[config.mk]
export PLATFORM = sky130hd
export DESIGN_NAME = sbcir_top
export DESIGN_NICKNAME = d
export VERILOG_FILES = /design/src/inc/sbcir_pkg.sv /design/src/verilog/sbcir_top.sv
export SDC_FILE = /design/constraint.sdc
export NUM_CORES = 1
export LEC_CHECK = 0
export ABC_CLOCK_PERIOD_IN_PS = 6310
export BUFFER_PORTS_ARGS = -buffer_cell sky130_fd_sc_hd__buf_2
export CAP_MARGIN = 5
export CORE_MARGIN = 10
export CORE_UTILIZATION = 50
export DETAILED_ROUTE_END_ITERATION = 8
export HOLD_SLACK_MARGIN = 0.03
export PLACE_DENSITY = 0.85
export SYNTH_ARGS = -nofsm -noshare
export SYNTH_HDL_FRONTEND = slang
export SYNTH_SLANG_ARGS = --single-unit
[constraint.sdc]
create_clock -name clk_sys_in -period 6.31 [get_ports clk_sys_in]
set_input_delay 1.262 -clock clk_sys_in [delete_from_list [all_inputs] [get_ports clk_sys_in]]
set_output_delay 1.262 -clock clk_sys_in [all_outputs]
set_load 0.03 [all_outputs]
[src/inc/sbcir_pkg.sv]
// Constants, field layout and bus carrier type for the serial board glue registers
package sbcir_pkg;
  // Address ranges handed out by the bus bridge
  localparam logic [2:0] SHARED_STATUS_RANGE = 3'h0;
  localparam logic [2:0] PORT_ONE_RANGE = 3'h1;
  localparam logic [2:0] PORT_TWO_RANGE = 3'h2;
  localparam logic [2:0] PORT_THREE_RANGE = 3'h3;
  localparam logic [2:0] PORT_FOUR_RANGE = 3'h4;
  localparam int MAX_PORTS = 4;
  // Byte offsets
  localparam logic [7:0] IRQ_CTRL_OFS = 8'h4c;
  localparam logic [2:0] CLKSEL_OFS = 3'h7;
  localparam logic [2:0] UART_LAST_OFS = 3'h6;
  // Interrupt control word fields
  localparam int IRQ_ENABLE_BIT = 0;
  localparam int IRQ_POLARITY_BIT = 1;
  localparam int IRQ_ACTIVE_BIT = 2;
  // Per-port register fields
  localparam int PORT_ONE_IRQ_FLAG = 0;
  localparam int PORT_FOUR_IRQ_FLAG = 3;
  localparam int CLOCK_SELECT_LOW_BIT = 4;
  localparam int CLOCK_SELECT_HIGH_BIT = 5;
  // Values after reset
  localparam logic IRQ_ENABLE_RST = 1'b1;
  localparam logic IRQ_POLARITY_RST = 1'b0;
  localparam logic [1:0] CLKSEL_RST = 2'h0;
  // Clock select codes
  localparam logic [1:0] CLKSEL_1M8432 = 2'h0;
  localparam logic [1:0] CLKSEL_3M6864 = 2'h1;
  localparam logic [1:0] CLKSEL_7M3728 = 2'h2;
  // Reference clock input positions
  localparam int REF_1M8432 = 0;
  localparam int REF_3M6864 = 1;
  localparam int REF_7M3728 = 2;
  // Edges from taking a request to its acknowledge
  localparam int ACK_LATENCY = 2;

  typedef struct packed {
    logic [2:0] range;
    logic [7:0] offset;
    logic rd;
    logic wr;
    logic [31:0] wdata;
  } sbcir_lb_req_t;
endpackage

[src/verilog/sbcir_top.sv]
// Board glue registers: interrupt control, per-port clock select, UART decode
// Contract
// - Control bit 0 enables the board interrupt; comes up enabled.
// - Control bit 1 sets output polarity; 0 active low, the default.
// - Control bit 2 reads 1 while any port interrupt request is active, even with the enable bit clear.
// - Offset 7 read returns all four port interrupt requests in bits 3:0.
// - Offset 7 bits 5:4 hold the port clock select; writes store only these.
// - Select 00, 01, 10 route 1.8432, 3.6864, 7.3728 MHz to the UART.
// - Each port's clock select is independent of the other ports.
// - Offsets 0 to 6 of each port range reach that port's UART bytewise.
// - Besides range 0, only ranges 1 to ports are decoded; port n sits in range n+1.
// - First range is shared interrupt status; ranges 1 to NUM_PORTS hold one port each, ranges above that hold none.
// - Clock select fields start at the slowest setting after reset.
module sbcir_top #(
  parameter int NUM_PORTS = 4
) (
  // Clock and reset
  input wire logic clk_sys_in,
  input wire logic reset_n_in,
  // Bridge local bus
  input wire sbcir_pkg::sbcir_lb_req_t lb_req_in,
  output logic [31:0] lb_rdata_out,
  output logic lb_ack_out,
  // UART cores
  output logic [NUM_PORTS-1:0] uart_sel_out,
  output logic [2:0] uart_addr_out,
  output logic uart_rd_out,
  output logic uart_wr_out,
  output logic [7:0] uart_wdata_out,
  input wire logic [NUM_PORTS-1:0][7:0] uart_rdata_in,
  input wire logic [NUM_PORTS-1:0] uart_irq_in,
  // Reference clocks
  input wire logic [2:0] ref_clk_in,
  output logic [NUM_PORTS-1:0] uart_ref_clk_out,
  // Board interrupt
  output logic board_irq_out
);
  import sbcir_pkg::*;

  sbcir_lb_req_t req_q;
  sbcir_lb_req_t req2_q;
  logic irq_en_q;
  logic irq_pol_q;
  logic [NUM_PORTS-1:0][1:0] clksel_q;
  logic [2:0] ref_meta_q;
  logic [2:0] ref_sync_q;
  logic [3:0] irq_flags;
  logic any_irq;
  logic [31:0] rdata_d;
  logic first_q;

  function automatic logic hit_ctrl(input sbcir_lb_req_t r);
    return (r.range == SHARED_STATUS_RANGE) && (r.offset == IRQ_CTRL_OFS);
  endfunction

  // Ranges past the fitted ports stay undecoded
  function automatic logic hit_port(input sbcir_lb_req_t r);
    return (r.range != SHARED_STATUS_RANGE) && (int'(r.range) <= NUM_PORTS)
      && (r.offset[7:3] == 5'h00);
  endfunction

  function automatic logic [2:0] port_idx(input sbcir_lb_req_t r);
    return 3'(r.range - PORT_ONE_RANGE);
  endfunction

  // Unused flag positions read as zero on smaller boards
  always_comb begin
    irq_flags = 4'h0;
    for (int i = 0; i < NUM_PORTS; i++) begin
      irq_flags[i] = uart_irq_in[i];
    end
  end
  assign any_irq = |irq_flags;

  // Request pipeline: take, act, answer
  always_ff @(posedge clk_sys_in or negedge reset_n_in) begin
    if (!reset_n_in) begin
      req_q <= '0;
      req2_q <= '0;
    end else begin
      req_q <= lb_req_in;
      req2_q <= req_q;
    end
  end

  // Upper control bits are not stored here; software masks them
  always_ff @(posedge clk_sys_in or negedge reset_n_in) begin
    if (!reset_n_in) begin
      irq_en_q <= IRQ_ENABLE_RST;
      irq_pol_q <= IRQ_POLARITY_RST;
    end else if (req_q.wr && hit_ctrl(req_q)) begin
      irq_en_q <= req_q.wdata[IRQ_ENABLE_BIT];
      irq_pol_q <= req_q.wdata[IRQ_POLARITY_BIT];
    end
  end

  always_ff @(posedge clk_sys_in or negedge reset_n_in) begin
    if (!reset_n_in) begin
      board_irq_out <= !IRQ_POLARITY_RST;
    end else begin
      board_irq_out <= (irq_en_q && any_irq) ? irq_pol_q : !irq_pol_q;
    end
  end

  // Reference clocks come from board oscillators
  always_ff @(posedge clk_sys_in or negedge reset_n_in) begin
    if (!reset_n_in) begin
      ref_meta_q <= 3'h0;
      ref_sync_q <= 3'h0;
    end else begin
      ref_meta_q <= ref_clk_in;
      ref_sync_q <= ref_meta_q;
    end
  end

  always_ff @(posedge clk_sys_in or negedge reset_n_in) begin
    if (!reset_n_in) begin
      first_q <= 1'b1;
    end else begin
      first_q <= 1'b0;
    end
  end

  for (genvar i = 0; i < NUM_PORTS; i++) begin : g_port
    always_ff @(posedge clk_sys_in or negedge reset_n_in) begin
      if (!reset_n_in) begin
        clksel_q[i] <= CLKSEL_RST;
      end else if (req_q.wr && hit_port(req_q) && port_idx(req_q) == 3'(i)
                   && req_q.offset[2:0] == CLKSEL_OFS) begin
        clksel_q[i] <= req_q.wdata[CLOCK_SELECT_HIGH_BIT:CLOCK_SELECT_LOW_BIT];
      end
    end

    // Reserved code parks the UART clock low
    always_ff @(posedge clk_sys_in or negedge reset_n_in) begin
      if (!reset_n_in) begin
        uart_ref_clk_out[i] <= 1'b0;
      end else begin
        case (clksel_q[i])
          CLKSEL_1M8432: uart_ref_clk_out[i] <= ref_sync_q[REF_1M8432];
          CLKSEL_3M6864: uart_ref_clk_out[i] <= ref_sync_q[REF_3M6864];
          CLKSEL_7M3728: uart_ref_clk_out[i] <= ref_sync_q[REF_7M3728];
          default: uart_ref_clk_out[i] <= 1'b0;
        endcase
      end
    end

    always_ff @(posedge clk_sys_in or negedge reset_n_in) begin
      if (!reset_n_in) begin
        uart_sel_out[i] <= 1'b0;
      end else begin
        uart_sel_out[i] <= (req_q.rd || req_q.wr) && hit_port(req_q)
          && port_idx(req_q) == 3'(i) && req_q.offset[2:0] <= UART_LAST_OFS;
      end
    end

    chk_clksel_store: assert property (
      @(posedge clk_sys_in) disable iff (!reset_n_in)
      (req_q.wr && hit_port(req_q) && port_idx(req_q) == 3'(i)
       && req_q.offset[2:0] == CLKSEL_OFS)
      |=> clksel_q[i] == $past(req_q.wdata[CLOCK_SELECT_HIGH_BIT:CLOCK_SELECT_LOW_BIT]))
      else $error("clock select not stored");
    chk_clksel_independent: assert property (
      @(posedge clk_sys_in) disable iff (!reset_n_in)
      (req_q.wr && port_idx(req_q) != 3'(i)) |=> $stable(clksel_q[i]))
      else $error("clock select changed by another port");
    chk_ref_route: assert property (
      @(posedge clk_sys_in) disable iff (!reset_n_in)
      (clksel_q[i] == CLKSEL_7M3728) |=> uart_ref_clk_out[i] == $past(ref_sync_q[REF_7M3728]))
      else $error("fast reference clock not routed");
    chk_uart_decode: assert property (
      @(posedge clk_sys_in) disable iff (!reset_n_in)
      (req_q.rd && hit_port(req_q) && port_idx(req_q) == 3'(i)
       && req_q.offset[2:0] <= UART_LAST_OFS) |=> uart_sel_out[i] && uart_rd_out
       && uart_addr_out == $past(req_q.offset[2:0]))
      else $error("uart access not forwarded");
  end

  // Shared strobes toward the UART cores
  always_ff @(posedge clk_sys_in or negedge reset_n_in) begin
    if (!reset_n_in) begin
      uart_addr_out <= 3'h0;
      uart_rd_out <= 1'b0;
      uart_wr_out <= 1'b0;
      uart_wdata_out <= 8'h00;
    end else begin
      uart_addr_out <= req_q.offset[2:0];
      uart_rd_out <= req_q.rd && hit_port(req_q) && req_q.offset[2:0] <= UART_LAST_OFS;
      uart_wr_out <= req_q.wr && hit_port(req_q) && req_q.offset[2:0] <= UART_LAST_OFS;
      uart_wdata_out <= req_q.wdata[7:0];
    end
  end

  // Read mux; UART data is taken in the same cycle as its strobe
  always_comb begin
    rdata_d = 32'h0000_0000;
    if (hit_ctrl(req2_q)) begin
      rdata_d[IRQ_ENABLE_BIT] = irq_en_q;
      rdata_d[IRQ_POLARITY_BIT] = irq_pol_q;
      rdata_d[IRQ_ACTIVE_BIT] = any_irq;
    end else if (hit_port(req2_q) && req2_q.offset[2:0] == CLKSEL_OFS) begin
      rdata_d[PORT_FOUR_IRQ_FLAG:PORT_ONE_IRQ_FLAG] = irq_flags;
      rdata_d[CLOCK_SELECT_HIGH_BIT:CLOCK_SELECT_LOW_BIT] = clksel_q[port_idx(req2_q)];
    end else if (hit_port(req2_q)) begin
      rdata_d[7:0] = uart_rdata_in[port_idx(req2_q)];
    end
  end

  always_ff @(posedge clk_sys_in or negedge reset_n_in) begin
    if (!reset_n_in) begin
      lb_rdata_out <= 32'h0000_0000;
      lb_ack_out <= 1'b0;
    end else begin
      lb_rdata_out <= req2_q.rd ? rdata_d : 32'h0000_0000;
      lb_ack_out <= req2_q.rd || req2_q.wr;
    end
  end

  chk_enable_gates_irq: assert property (
    @(posedge clk_sys_in) disable iff (!reset_n_in)
    !irq_en_q |=> board_irq_out == $past(!irq_pol_q))
    else $error("disabled interrupt still asserted");
  chk_irq_polarity: assert property (
    @(posedge clk_sys_in) disable iff (!reset_n_in)
    (irq_en_q && any_irq) |=> board_irq_out == $past(irq_pol_q))
    else $error("interrupt output polarity wrong");
  chk_active_flag: assert property (
    @(posedge clk_sys_in) disable iff (!reset_n_in)
    (req2_q.rd && hit_ctrl(req2_q)) |=> lb_rdata_out[IRQ_ACTIVE_BIT] == $past(any_irq))
    else $error("interrupt active flag wrong");
  chk_flag_mirror: assert property (
    @(posedge clk_sys_in) disable iff (!reset_n_in)
    (req2_q.rd && hit_port(req2_q) && req2_q.offset[2:0] == CLKSEL_OFS)
    |=> lb_rdata_out[PORT_FOUR_IRQ_FLAG:PORT_ONE_IRQ_FLAG] == $past(irq_flags)
    && lb_rdata_out[7:6] == 2'h0)
    else $error("port interrupt flags not mirrored");
  chk_reserved_zero: assert property (
    @(posedge clk_sys_in) disable iff (!reset_n_in)
    (req2_q.rd && hit_port(req2_q) && req2_q.offset[2:0] == CLKSEL_OFS)
    |=> lb_rdata_out[31:6] == 26'h0)
    else $error("reserved bits not zero");
  chk_unmapped_range: assert property (
    @(posedge clk_sys_in) disable iff (!reset_n_in)
    (lb_req_in.rd && int'(lb_req_in.range) > NUM_PORTS)
    |-> ##2 uart_sel_out == '0 ##1 lb_ack_out && lb_rdata_out == 32'h0)
    else $error("unfitted range decoded");
  chk_shared_range: assert property (
    @(posedge clk_sys_in) disable iff (!reset_n_in)
    (lb_req_in.rd && lb_req_in.range == SHARED_STATUS_RANGE
     && lb_req_in.offset != IRQ_CTRL_OFS)
    |-> ##3 lb_rdata_out == 32'h0)
    else $error("shared range returned data off the control word");
  chk_clksel_reset: assert property (
    @(posedge clk_sys_in) disable iff (!reset_n_in)
    first_q |-> clksel_q == '0)
    else $error("clock select not slowest after reset");
endmodule

==> flow_summary.ini <==
[outcome]
run_status = finished, final reports clean

[synth]
postSynth.asyncResetShare = 1.00
synth_top_family_by_area = multiplexers
synth_ff_type = sky130_fd_sc_hd__dfrtp_1
sequential_fraction_of_the_synthesis_area = 0.639
synth_compound_gate_area_share = 0.0274
yosys.area_share.xor_xnor = 0.00286
synth_cell_types = 36
synth_fa_ha_area_frac = 0.0123
synth_simple_gate_area_share = 0.113
ys_ff_latch = 78
number_of_enable_type_register_cells_in_the_synthesized_netlist = 0
syn_avg_cell_area_um2 = 14.2
syn-instance-count = 215
yosys_warning_count = 0
netlist_area_um2 = 3060
muxShareOfSynthArea = 0.124

[global_route]
global_route_wire_length_before_repair_um = 11200
largest_net_degree_at_the_start_of_global_routing = 79
first_global_vias = 2245
grt_antenna_before_repair = 0
global_route.overflow_total = 0
all_layer_global_routing_usage = 0.147

[cells_and_area]
synthToLayoutAreaGrowth_pct = 19.4
drive_gt1_frac = 0.414
finish.net_count = 398
layout.filler_cells = 467
antenna_cells = 0
layout.area.seq_um2 = 1950
area_of_the_multi_input_gates_um2 = 945

[worst_setup_path]
cp_common_cell = sky130_fd_sc_hd__ha_1
setup.worst_path.class = reg2reg
critical_path.max_stage_delay_ns = 0.77
setup.worst_path.start_class = flop
critical_path_peak_fanout = 11
slowest_stage = sky130_fd_sc_hd__dfrtp_1
length_in_cells_of_the_worst_reg_to_reg_path = 6
crit_arrival_ns = 2.79
critPathCaptureType = flop
worst_ep_required_ns = 6.59
critical_path.cell_chain = inv_1, ha_1, ha_1, nor3b_1, and3_1, and4_1

[sta]
timing.fmax_mhz = 397
timing_worst_slew_pin_value_ns = 0.913
setup-violations-final = 0
grt_setup_unrepaired = no
clock_skew_ns = 0.0111
final.setup.tns_ns = 0
layout_min_cycle_time_ns = 2.52
worst_slew_margin_rel = 0.392
slew_viol_final = 0
fin_crit_sh = 0.399
final_hold_viol_count = 0
hold_ws_ns = 0.351

[floorplanning]
die_height_um = 98.2
initial_utilization = 0.516
standard_cell_core_area_um2 = 5920
die_area_um2 = 9640
die_w_um = 98.2
cell_row_count = 28
io-pin-count = 141

[clock_tree]
worst_case_clock_buffer_depth = 2
path_clk_slew_ns = 0.07
post-cts-setup-buffers = 0
hold_buffers = 0
tritoncts = yes
cts_root_buffer = sky130_fd_sc_hd__clkbuf_8
post_cts_resized = 0
clock-sinks = 78
numCtsBuffers = 9
worst_skew_pair.late_latency_ns = 0.35
clock_tree.htree_level_count = 3

[place]
place.gp.congestion = 0.767
dp_hpwl_um = 5310
io_buffers = 92

[job]
cap_violations = 0

[drt]
drt_drc_violations_left = 0
drtAntennaViolNets = 0
drc_marker_count_from_the_first_detailed_route_iteration = 86
avgRoutedWirePerCell_um = 17.7
wirelength_um = 6880
dr_total_vias = 1982
drt_pass1_iterations = 4
post_drt_via_cell_ratio = 5.10

[min_path]
hold_depth = 0
path_type_of_the_worst_min_delay_path = reg2reg

[power_and_ir_drop]
cellPowerDensity_nw_per_um2 = 263
vdd_ir_drop_max_v = 0.000173
p_leak_nw = 1.80
[cells in the mapped netlist, types with 4 or more instances]
cell / count / area (µm²)
sky130_fd_sc_hd__and3_1: 4 / 25.0
sky130_fd_sc_hd__buf_2: 4 / 20.0
sky130_fd_sc_hd__buf_4: 27 / 203
sky130_fd_sc_hd__dfrtp_1: 76 / 1900
sky130_fd_sc_hd__inv_1: 5 / 18.8
sky130_fd_sc_hd__mux2_2: 10 / 113
sky130_fd_sc_hd__mux2i_1: 4 / 40.0
sky130_fd_sc_hd__mux4_2: 10 / 225
sky130_fd_sc_hd__nand2_1: 13 / 48.8
sky130_fd_sc_hd__nand4_1: 7 / 43.8
sky130_fd_sc_hd__nor3_1: 5 / 25.0
sky130_fd_sc_hd__nor4_1: 5 / 31.3
[cells in the final DEF, fill, tap and decap left out, drive strengths merged, types with 4 or more instances in the layout]
cell	instances
nor3	5
buf	92
mux2	10
mux2i	4
dfrtp	76
mux4	10
nand4	7
nand2	13
clkbuf	13
nor4	5
and3	4
conb	24
inv	5
[layout make-up]
cell class,instances,area share
Sequential cell,78,0.535
Multi-Input combinational cell,123,0.259
Timing Repair Buffer,92,0.127
Clock buffer,13,0.0435
Tap cell,75,0.0257
Clock inverter,3,0.00514
Inverter,5,0.00514
[cell families (layout without fill, tap and decap cells)]
family,count (synthesis),after routing
AO/OA/AOI/OAI,13,13
XOR/XNOR,1,1
adder cells (fa/ha/maj),3,3
buffers and inverters,37,113
flip-flops,78,78
multiplexers,24,24
other,1,24
AND/OR/NAND/NOR,58,58
[per-stage QoR]
step,cells,setup WS [ns],util,cell area [µm²],power (mW)
2_1_floorplan,238,4.10,-,3140,0.609
3_3_place_gp,373,3.89,0.587,3470,0.636
3_5_place_dp,373,3.80,0.587,3470,0.640
4_1_cts,389,3.77,0.617,3650,0.973
5_1_grt,389,3.55,0.617,3650,1.01
6_report,389,3.79,0.617,3650,0.962
[routing by layer]
| metal | global-route usage | vias to the layer above | routed length, µm |
|---|---|---|---|
| met5 | 0 | - | 0 |
| met4 | 0.0772 | 0 | 118 |
| met3 | 0.0641 | 13 | 672 |
| met2 | 0.245 | 110 | 3440 |
| met1 | 0.154 | 946 | 2660 |
| li1 | - | 913 | - |
[flip-flops by register name, summed over array words and instances (netlist names)]
signal and flops:
req_q 21, req2_q 11, clksel_q 8, lb_rdata_out 8, uart_wdata_out 8, uart_ref_clk_out 4
uart_sel_out 4, ref_meta_q 3, ref_sync_q 3, uart_addr_out 2, board_irq_out 1, irq_en_q 1
irq_pol_q 1, lb_ack_out 1, uart_rd_out 1, uart_wr_out 1
[path summary, 6_finish.rpt]
check,from,end,slack [ns]
max,req2_q[42],lb_rdata_out[6],3.79
min,req_q[6],uart_wdata_out[6],0.35
max reg2reg,req2_q[42],lb_rdata_out[6],3.79
min reg2reg,req_q[6],uart_wdata_out[6],0.35
max in group asynchronous,reset_n_in,uart_rd_out,4.67
min in group asynchronous,reset_n_in,req_q[7],1.06
[report_power, final]
part	total [mW]	internal (mW)	switching, mW
Sequential	0.531	0.518	0.0136
Clock	0.331	0.164	0.167
Combinational	0.0992	0.0355	0.0637
Total	0.962	0.717	0.244
[critical path: cells and delay by family (launching register included)]
family | cells | cell delay (ns)
buf+inv | 1 | 0.10
flops | 1 | 0.77
simple gates | 3 | 1.09
fa+ha+maj | 2 | 0.50
Power figures use the tool's default switching activity.
